File: config.mk
export PLATFORM = sky130hd
export DESIGN_NAME = mris_top
export DESIGN_NICKNAME = d
export VERILOG_FILES = /design/src/rtl/mris_pkg.sv /design/src/rtl/mris_top.sv /design/src/rtl/mris_scale.sv
export VERILOG_INCLUDE_DIRS = /design/src /design/src/rtl
export SDC_FILE = /design/constraint.sdc
export NUM_CORES = 2
export LEC_CHECK = 0
export BUFFER_PORTS_ARGS = -buffer_cell sky130_fd_sc_hd__buf_2
export CAP_MARGIN = 0
export CORE_ASPECT_RATIO = 0.8
export CORE_MARGIN = 2
export CORE_UTILIZATION = 38
export CTS_BUF_LIST = sky130_fd_sc_hd__clkbuf_8 sky130_fd_sc_hd__clkbuf_16
export DETAILED_ROUTE_END_ITERATION = 16
export MAX_ROUTING_LAYER = met4
export PLACE_DENSITY_LB_ADDON = 0.1
export SETUP_SLACK_MARGIN = 0.15
export SLEW_MARGIN = 25
export SYNTH_ARGS = -nofsm -noshare
export SYNTH_HDL_FRONTEND = slang
export SYNTH_SLANG_ARGS = --single-unit
File: constraint.sdc
create_clock -name clk -period 162.9 [get_ports clk]
set_input_delay 8.145 -clock clk [delete_from_list [all_inputs] [get_ports clk]]
set_output_delay 8.145 -clock clk [all_outputs]
set_load 0.01 [all_outputs]
File: src/rtl/mris_cfg.svh
// Constants for the motor reference input select block.
// Assumes it is included by bare name from rtl files; holds definitions only.
`ifndef MRIS_CFG_SVH
`define MRIS_CFG_SVH
`define MRIS_SRC_ANALOG 2'h0
`define MRIS_SRC_PWM    2'h1
`define MRIS_SRC_HOST   2'h2
`define MRIS_SRC_FREQ   2'h3
`define MRIS_DUTY_FULL  8'hff
`define MRIS_DUTY_ZERO  8'h00
`define MRIS_RANGE_BASE 16'h0010
`define MRIS_WIN_LONG   16'hffff
`define MRIS_OUT_FREQ_RST 16'h0400
`endif

File: src/rtl/mris_pkg.sv
// Types for the motor reference input select block.
// Assumes the cfg header holds the numeric constants.
package mris_pkg;
    typedef enum logic [2:0] {
        MRIS_OFF  = 3'b001,
        MRIS_HS   = 3'b010,
        MRIS_LS   = 3'b100
    } mris_leg_t;
endpackage : mris_pkg

File: src/rtl/mris_top.sv
// Reference source selection, duty command and half-bridge dead-time interlock.
// Assumes speed pin samples are synchronous; analog level arrives digitised.
`timescale 1ns/1ps
`include "mris_cfg.svh"
module mris_top #(
    parameter int W = 16
) (
    input  wire logic         clk,
    input  wire logic         sys_rst,
    input  wire logic [1:0]   source_select,
    input  wire logic         closed_loop_select,
    input  wire logic [W-1:0] analog_level,
    input  wire logic         speed_pin,
    input  wire logic [7:0]   host_speed_cmd,
    input  wire logic [1:0]   speed_range_sel,
    input  wire logic [W-1:0] standby_entry_level,
    input  wire logic [W-1:0] standby_exit_level,
    input  wire logic [W-1:0] analog_full_scale_level,
    input  wire logic [7:0]   standby_entry_duty,
    input  wire logic [7:0]   standby_exit_duty,
    input  wire logic [W-1:0] freq_entry,
    input  wire logic [W-1:0] freq_exit,
    input  wire logic [W-1:0] input_max_freq,
    input  wire logic         bridge_high_req,
    input  wire logic         hs_gate_sensed_on,
    input  wire logic         ls_gate_sensed_on,
    output logic      [7:0]   duty_cmd,
    output logic      [7:0]   speed_ref,
    output logic      [7:0]   current_ref,
    output logic              speed_loop_en,
    output logic              current_loop_en,
    output logic              pwm_in_range,
    output logic      [W-1:0] pwm_in_period,
    output logic              hs_on,
    output logic              ls_on
);
    logic          pin_d;
    logic [W-1:0]  cnt;
    logic [W-1:0]  high_cnt;
    logic [W-1:0]  period;
    logic [W-1:0]  high_time;
    logic [W-1:0]  win_cnt;
    logic [W-1:0]  edge_cnt;
    logic [W-1:0]  freq;
    logic [7:0]    pwm_pct;
    logic [W-1:0]  sel_level;
    logic [W-1:0]  sel_entry;
    logic [W-1:0]  sel_exit;
    logic [W-1:0]  sel_full;
    logic [7:0]    scaled;
    logic [7:0]    next_duty;
    mris_pkg::mris_leg_t leg;
    mris_pkg::mris_leg_t next_leg;
    wire  logic    rise = speed_pin & ~pin_d;
    wire  logic    win_end = win_cnt == W'(`MRIS_WIN_LONG);
    wire  logic [W-1:0] range_min = W'(`MRIS_RANGE_BASE) << speed_range_sel;
    if (W < 8 || W > 24) begin : g_bad_width
        $error("mris_top width out of range");
    end
    // Input period is measured on the pin only; the phase output rate has no tie to it.
    always_ff @(posedge clk or posedge sys_rst) begin
        if (sys_rst) begin
            pin_d     <= 1'b0;
            cnt       <= '0;
            high_cnt  <= '0;
            period    <= '0;
            high_time <= '0;
        end else begin
            pin_d <= speed_pin;
            if (rise) begin
                period    <= cnt;
                high_time <= high_cnt;
                cnt       <= W'(1);
                high_cnt  <= W'(speed_pin);
            end else if (cnt != '1) begin
                cnt      <= cnt + W'(1);
                high_cnt <= high_cnt + W'(speed_pin);
            end
        end
    end
    // Constant-high or constant-low pins saturate to full or zero duty.
    assign pwm_pct = (cnt == '1) ? (pin_d ? `MRIS_DUTY_FULL : `MRIS_DUTY_ZERO)
                   : (period == '0) ? `MRIS_DUTY_ZERO
                   : 8'(({8'h00, high_time} * (W+8)'(`MRIS_DUTY_FULL)) / {8'h00, period});
    // Frequency is the count of rising edges in a fixed window.
    always_ff @(posedge clk or posedge sys_rst) begin
        if (sys_rst) begin
            win_cnt  <= '0;
            edge_cnt <= '0;
            freq     <= '0;
        end else begin
            win_cnt  <= win_end ? '0 : win_cnt + W'(1);
            edge_cnt <= win_end ? W'(rise) : edge_cnt + W'(rise);
            if (win_end)
                freq <= edge_cnt;
        end
    end
    // Source multiplexer.
    always_comb begin
        case (source_select)
            `MRIS_SRC_ANALOG: begin
                sel_level = analog_level;
                sel_entry = standby_entry_level;
                sel_exit  = standby_exit_level;
                sel_full  = analog_full_scale_level;
            end
            `MRIS_SRC_PWM: begin
                sel_level = W'(pwm_pct);
                sel_entry = W'(standby_entry_duty);
                sel_exit  = W'(standby_exit_duty);
                sel_full  = W'(`MRIS_DUTY_FULL);
            end
            `MRIS_SRC_HOST: begin
                sel_level = W'(host_speed_cmd);
                sel_entry = W'(standby_entry_duty);
                sel_exit  = W'(standby_exit_duty);
                sel_full  = W'(`MRIS_DUTY_FULL);
            end
            default: begin
                sel_level = freq;
                sel_entry = freq_entry;
                sel_exit  = freq_exit;
                sel_full  = input_max_freq;
            end
        endcase
    end
    mris_scale #(.W(W)) u_scale (
        .clk      (clk),
        .sys_rst  (sys_rst),
        .level    (sel_level),
        .entry_th (sel_entry),
        .exit_th  (sel_exit),
        .full_th  (sel_full),
        .duty     (scaled)
    );
    // A PWM input slower than the selected range counts as no input.
    // Either the last full period or the one still running may prove the input too slow.
    assign next_duty = (source_select == `MRIS_SRC_PWM && cnt != '1
                        && (cnt > range_min || period > range_min)) ? `MRIS_DUTY_ZERO : scaled;
    // Dead-time interlock: a leg turns on only once the opposite gate is sensed off.
    always_comb begin
        case (leg)
            mris_pkg::MRIS_OFF:
                next_leg = (bridge_high_req && !ls_gate_sensed_on) ? mris_pkg::MRIS_HS
                         : (!bridge_high_req && !hs_gate_sensed_on) ? mris_pkg::MRIS_LS
                         : mris_pkg::MRIS_OFF;
            mris_pkg::MRIS_HS:
                next_leg = bridge_high_req ? mris_pkg::MRIS_HS : mris_pkg::MRIS_OFF;
            mris_pkg::MRIS_LS:
                next_leg = bridge_high_req ? mris_pkg::MRIS_OFF : mris_pkg::MRIS_LS;
            default:
                next_leg = mris_pkg::MRIS_OFF;
        endcase
    end
    always_ff @(posedge clk or posedge sys_rst) begin
        if (sys_rst) begin
            duty_cmd        <= `MRIS_DUTY_ZERO;
            speed_ref       <= `MRIS_DUTY_ZERO;
            current_ref     <= `MRIS_DUTY_ZERO;
            speed_loop_en   <= 1'b1;
            current_loop_en <= 1'b0;
            pwm_in_range    <= 1'b0;
            pwm_in_period   <= '0;
            leg             <= mris_pkg::MRIS_OFF;
            hs_on           <= 1'b0;
            ls_on           <= 1'b0;
        end else begin
            duty_cmd        <= next_duty;
            speed_ref       <= closed_loop_select ? `MRIS_DUTY_ZERO : next_duty;
            current_ref     <= closed_loop_select ? next_duty : `MRIS_DUTY_ZERO;
            speed_loop_en   <= !closed_loop_select;
            current_loop_en <= closed_loop_select;
            pwm_in_range    <= period != '0 && period <= range_min;
            pwm_in_period   <= period;
            leg             <= next_leg;
            hs_on           <= next_leg == mris_pkg::MRIS_HS;
            ls_on           <= next_leg == mris_pkg::MRIS_LS;
        end
    end
endmodule : mris_top

File: src/rtl/mris_scale.sv
// Linear scale with standby thresholds and full-scale clamp.
// Assumes thresholds are ordered entry <= exit < full.
`timescale 1ns/1ps
`include "mris_cfg.svh"
module mris_scale #(
    parameter int W = 16
) (
    input  wire logic         clk,
    input  wire logic         sys_rst,
    input  wire logic [W-1:0] level,
    input  wire logic [W-1:0] entry_th,
    input  wire logic [W-1:0] exit_th,
    input  wire logic [W-1:0] full_th,
    output logic      [7:0]   duty
);
    logic          running;
    logic          next_running;
    logic [W+7:0]  num;
    logic [W-1:0]  span;
    logic [7:0]    lin;
    wire  logic    below = level <= entry_th;
    wire  logic    above = level >= exit_th;
    if (W < 2 || W > 24) begin : g_bad_width
        $error("mris_scale width out of range");
    end
    // A divider per sample is costly, but inputs change slowly so area wins over speed here.
    assign span = (full_th > exit_th) ? full_th - exit_th : {{(W-1){1'b0}}, 1'b1};
    assign num  = {(level - exit_th), 8'h00} - {8'h00, level - exit_th};
    assign lin  = 8'((num) / {8'h00, span});
    // Run state holds between thresholds, yet duty is zero whenever level is below exit_th, whatever the run state.
    assign next_running = below ? 1'b0 : (above ? 1'b1 : running);
    always_ff @(posedge clk or posedge sys_rst) begin
        if (sys_rst) begin
            running <= 1'b0;
            duty    <= `MRIS_DUTY_ZERO;
        end else begin
            running <= next_running;
            if (!next_running || level < exit_th)
                duty <= `MRIS_DUTY_ZERO;
            else if (level >= full_th)
                duty <= `MRIS_DUTY_FULL;
            else
                duty <= lin;
        end
    end
endmodule : mris_scale

==> Word-level counts from Yosys, hierarchy flattened <==
Index checks and enable logic that the tools add are counted.
W data, S select, Z words.
{ "op_classes": {"n_addsub": 7, "multipliers": 1, "n_div": 2, "order_cmp": 8, "n_eq_ne": 10, "shift": 1, "muxes": 26, "bitwise_logic": 2, "n_reduce_logical": 17} }
{ "op_table": {"columns": ["operator", "count"], "rows": [
  ["$mux W16", 7],
  ["$pmux W16 S2", 3],
  ["$mux W8", 8],
  ["$div A24 B16 Y24", 2],
  ["$gt A16 B16 Y1", 3],
  ["$pmux W16 S3", 1],
  ["$add A16 B1 Y16", 2],
  ["$add A16 B1 Y16 const B", 2],
  ["$eq A16 B16 Y1 const B", 2],
  ["$ge A16 B16 Y1", 2],
  ["$le A16 B16 Y1", 2],
  ["$sub A16 B16 Y16", 2],
  ["$mul A16 B8 Y24 const B", 1],
  ["$sub A24 B16 Y24", 1],
  ["$logic_not A16 Y1", 1],
  ["$lt A16 B16 Y1", 1],
  ["$ne A16 B16 Y1 const B", 1],
  ["$reduce_bool A16 Y1", 1],
  ["$shl A5 B2 Y16 const A", 1],
  ["$mux W3", 3],
  ["$pmux W3 S3", 1],
  ["$eq A3 B2 Y1 const B", 2],
  ["$eq A3 B3 Y1 const B", 2],
  ["$logic_and A1 B1 Y1", 5],
  ["other kinds (12)", 18]
]} }
{ "word_totals": {"reg_bits": 170, "latchBits": 0, "ram_bits": 0, "mem_bits_ro": 0, "in_bits": 147, "output_inout_bits": 45, "wordCells": 94, "memories": 0} }

==> Logic depth before layout (Yosys ltp) <==
{ "depth": {"ltp_word": 11, "depth_mapped": 648, "ltp_nobuf": 606} }

==> Hierarchy <==
Synthesis repeated with hierarchy kept, for this count alone.
{ "hier_totals": {"hier_cells": 5682, "hier_area_um2": 42953.7} }
{ "modules_own_cells": {"columns": ["module", "instances", "cells_each", "area_per_inst_um2", "seq_area_each_um2"], "rows": [
  ["mris_top", 1, 3086, 24624.9, 4031.4],
  ["mris_scale", 1, 2596, 18328.8, 200.2]
]} }

==> Worst setup path before layout <==
No wires, ideal clock.
{ "synth_timing": {"path_type": "reg-to-reg", "startpoint": "register high_time[7]", "endpoint": "register u_scale.duty[0]", "arrival_ns": 118.532, "required_ns": 162.764, "path_slack_ns": 44.232, "path_stages_with_launch": 606, "synth_period_minus_slack_ns": 118.668, "cell_sequence": "dfrtp_1 > inv_1 > fa_1 > fa_1 > inv_1 > fa_1 > inv_1 > fa_1 > inv_1 > ha_1 > clkbuf_1 > nand4_1 > or4_1 > o2111ai_1 > a41oi_2 > or3_1 > nand2_1 > ha_1 > (+570 left out) > o21ai_0 > nand2b_1 > a21oi_1 > nor2b_1 > o21ai_0 > nand2b_1 > a21oi_1 > nor2b_1 > o21ai_0 > nand2b_1 > a21oi_1 > nor2b_1 > o21ai_0 > nand2b_1 > a21oi_1 > nand2_1 > nor4_1 > a31oi_1"} }
{ "synth_between": {"elab_chain_cells": 11, "word_cells_on_any_way": 18} }
{ "synth_lines": {"columns": ["element", "line", "source"], "rows": [
  ["start, declared", "mris_top.sv:41", "logic [W-1:0] high_time;"],
  ["start signal, assigned", "mris_top.sv:72", "high_time <= high_cnt;"],
  ["$mul A16 B8 Y24 (*)", "mris_top.sv:84", ": 8'(({8'h00, high_time} * (W+8)'(`MRIS_DUTY_FULL)) / {8'h00, period});"],
  ["$div A24 B16 Y24 (*)", "mris_top.sv:84", null],
  ["$mux W8 (*)", "mris_top.sv:83", ": (period == '0) ? `MRIS_DUTY_ZERO"],
  ["$mux W8 (*)", "mris_top.sv:82", "assign pwm_pct = (cnt == '1) ? (pin_d ? `MRIS_DUTY_FULL : `MRIS_DUTY_ZERO)"],
  ["$pmux W16 S3 (*)", "mris_top.sv:100", "case (source_select)"],
  ["branches (longest 5 deep; another with $sub A24 B16 Y24)", null, null],
  ["$mux W8 (*)", "mris_scale.sv:38", "if (!next_running || level < exit_th)"],
  ["end signal, assigned", "mris_scale.sv:35", "duty <= `MRIS_DUTY_ZERO;"],
  ["end signal, assigned", "mris_scale.sv:39", "duty <= `MRIS_DUTY_ZERO;"],
  ["end signal, assigned", "mris_scale.sv:41", "duty <= `MRIS_DUTY_FULL;"],
  ["end, declared", "mris_scale.sv:14", "output logic [7:0] duty"]
]} }
Every way passes the cells marked *.
A chain may end at the register's enable or synchronous reset.

==> Final worst setup path <==
{ "layout_timing": {"startpoint": "register high_time[15]", "endpoint": "register u_scale.duty[0]"} }
Same word-level chain as after synthesis.

==> flow_metrics.tcl <==
set metrics [dict create \
    timing.reg2reg.setup_slack_ns 29.52 \
    gp_congestion 0.9686 \
    critPathArrivalTime_ns 133.74 \
    grt_pass1_wl_um 228600 \
    rsz0062_at_grt "false" \
    r2r_cells 569 \
    synth_top_family_by_area "compound AO/OA/AOI/OAI gates" \
    dr_total_vias 41370 \
    synth_fp_nets 6355 \
    worstSkewPairLatency_ns 0.49 \
    cp_common_cell "o21a_1" \
    worstHoldEndpoint "pwm_in_period[1]" \
    tightest_slew_ns 1.129 \
    r2r_start "high_time[15]" \
    synth_xor_xnor_area_share_pct 7.235 \
    final_nets 6503 \
    syn_to_final_growth_pct 8.604 \
    cts.path.max_buffers 2 \
    synth_edf_count 0 \
    place_hpwl_um 122300 \
    die-area_um2 111600 \
    synth_cell_type_count 118 \
    drc 0 \
    yosysWarnings 0 \
    wirelength_um 149200 \
    numCtsBuffers 17 \
    fmax_mhz 7.498 \
    r2r-end "u_scale.duty[0]" \
    ant_nets 0 \
    hold_start "period[1]" \
    clk_pin_slew_ns 0.09 \
    drt_iter0_drc 3436 \
    synth-simple-area-share_pct 22.37 \
    post_cts_buffers 0 \
    synth.avg_cell_area_um2 7.569 \
    hold_depth 0 \
    cts_hold_buffers 0 \
    placementRows 108 \
    initial_core_util_pct 38.25 \
    dr.pass1.iters 8 \
    syn_area_um2 41400 \
    mostFrequentLayoutCells "ha_1 (664), nand2_1 (528), nor2_1 (480)" \
    io_buffers 191 \
    finalSetupTns_ns 0 \
    end_kind "register" \
    period_minus_slack_ns 133.38 \
    die_w_um 373.0 \
    final_common_cell "ha_1" \
    path_max_fanout 29 \
    synthFlopType "dfrtp_1" \
    crit_path_max_incr_delay_ns 0.79 \
    antenna_found_initial 9 \
    drive_gt1_share_pct 10.51 \
    grt_overflow_total 0 \
    setup_viol 0 \
    ys_seq_area_share_pct 10.22 \
    drv_cap 0 \
    synthMuxAreaShare_pct 5.219 \
    cp_slowest_cell "o21ai_0" \
    grtUsageTotal_pct 26.82 \
    grt_pass1_vias 37790 \
    status "completed" \
    synth_fa_ha_area_share_pct 23.63 \
    root_buffer "clkbuf_16" \
    viasPerCell 5.855 \
    routedWlPerCell_um 21.11 \
    synthArstFlopShare_pct 100.0 \
    hold_viol_final 0 \
    worst_ep_required_time_ns 163.27 \
    coreArea_um2 108200 \
    synth-compound-area-share_pct 27.32 \
    grt_max_degree 101 \
    slew_viol_final 0 \
    cp-start-kind "register" \
    fin_crit_sh_pct 81.88 \
    critical_path_class "reg -> reg" \
    ys_ff_latch 169 \
    cts.sinks 169 \
    hold_class "reg -> reg" \
    tritoncts "done" \
    cts_resized 0 \
    htree_levels 4 \
    slew_headroom_pct 23.91 \
    finClkSkew_ns 0.01878 \
    die_height_um 299.2 \
    syn_inst 5470 \
    io_pins 192 \
]
-- metrics by stage --
| step | utilization [%] | hold WS, ns | instance area (um^2) | worst slack (ns) | instances |
|---|---|---|---|---|---|
| after floorplan | - | 0.3752 | 41400 | 44.23 | 5470 |
| after global placement | 40.88 | 0.4359 | 44250 | 32.87 | 7027 |
| after detailed placement | 40.90 | 0.4458 | 44270 | 31.25 | 7028 |
| after CTS | 41.49 | 0.4600 | 44910 | 30.63 | 7060 |
| after global routing | 41.54 | 0.4524 | 44960 | 18.06 | 7066 |
| final | 41.54 | 0.4604 | 44960 | 29.52 | 7066 |
-- sequential cells by signal (all words and copies together) (netlist names) --
register and count:
cnt 16, current_loop_en 1, current_ref 8, duty_cmd 8
edge_cnt 16, freq 16, high_cnt 16, high_time 16
hs_on 1, leg 3, ls_on 1, period 16
pin_d 1, pwm_in_period 16, pwm_in_range 1, speed_loop_en 1
speed_ref 8, u_scale.duty 8, win_cnt 16
-- layer usage --
metal | wire length (um) | global-route usage (%)
met4 | 1745 | 3.600
met1 | 80550 | 42.29
met2 | 53190 | 33.44
met5 | 0 | -
met3 | 13690 | 6.954
-- worst max path at each step --
stage          slack (ns)         endpoint          start  depth (start not counted)
2_1_floorplan       44.23  u_scale.duty[0]   high_time[7]                        605
3_3_place_gp        32.87  u_scale.duty[0]   high_time[8]                        559
3_5_place_dp        31.25  u_scale.duty[0]  high_time[14]                        569
4_1_cts             30.63  u_scale.duty[0]  high_time[14]                        567
5_1_grt             18.06  u_scale.duty[0]   high_time[8]                        577
6_report            29.52  u_scale.duty[0]  high_time[15]                        569
-- cell usage after synthesis, drive strengths merged, types with 12 or more instances --
cell | instances | area share (%)
a21o | 156 | 2.8
a221oi | 15 | 0.33
xor2 | 144 | 3.0
a31oi | 67 | 1.0
xnor2 | 198 | 4.2
buf | 38 | 0.47
nor4 | 26 | 0.42
o2111ai | 15 | 0.32
nand4 | 73 | 1.1
a22oi | 29 | 0.53
o31ai | 111 | 2.0
nand2b | 80 | 1.2
nor3b | 16 | 0.29
a2111oi | 12 | 0.36
clkbuf | 108 | 0.98
a211oi | 48 | 0.92
nor2b | 78 | 1.2
o21bai | 24 | 0.44
o21ai | 365 | 4.4
a221o | 18 | 0.44
o21a | 222 | 4.0
nand3b | 16 | 0.29
nor2 | 482 | 4.4
a21boi | 21 | 0.41
fa | 72 | 3.5
o31a | 17 | 0.36
ha | 666 | 20
a21oi | 354 | 4.3
mux2i | 27 | 0.71
and3 | 41 | 0.62
and2 | 61 | 0.92
inv | 280 | 2.5
and4 | 19 | 0.41
nor3 | 260 | 3.2
dfrtp | 167 | 10
nand2 | 528 | 4.8
o211ai | 46 | 0.85
or2 | 37 | 0.57
nand3 | 112 | 1.4
mux2 | 165 | 4.5
or3 | 54 | 0.82
o22ai | 17 | 0.26
-- kinds of logic after synthesis --
family,count (synthesis)
compound gates,1684
flops,169
mux,192
buf+inv,428
fa+ha+maj,739
simple gates,1916
xor+xnor,342
-- cell type report --
| cell class | count | area (um^2) |
|---|---|---|
| diodes | 5 | 12.51 |
| fillers | 11160 | 63270 |
| clock buffers | 17 | 425.4 |
| flip-flops and latches | 169 | 4232 |
| multi-input cells | 4873 | 35630 |
| well taps | 1430 | 1789 |
| inverters | 282 | 1066 |
| clock inverters | 15 | 219.0 |
| repair buffers | 275 | 1588 |
-- worst max-delay path, delay by kind of cell, from the launching register on --
family	cells	cell delay [ns]
xor gates and xnor gates	1	0.67
muxes	11	3.49
adders and majority gates	54	17.75
buffers and inverters	25	4.82
DFF	1	0.53
and+or+nand+nor	151	29.98
AOI/OAI and AO/OA	327	75.71
Power is not shown: default switching activity piles up to over one toggle a cycle in this logic, so the estimate is an artifact.
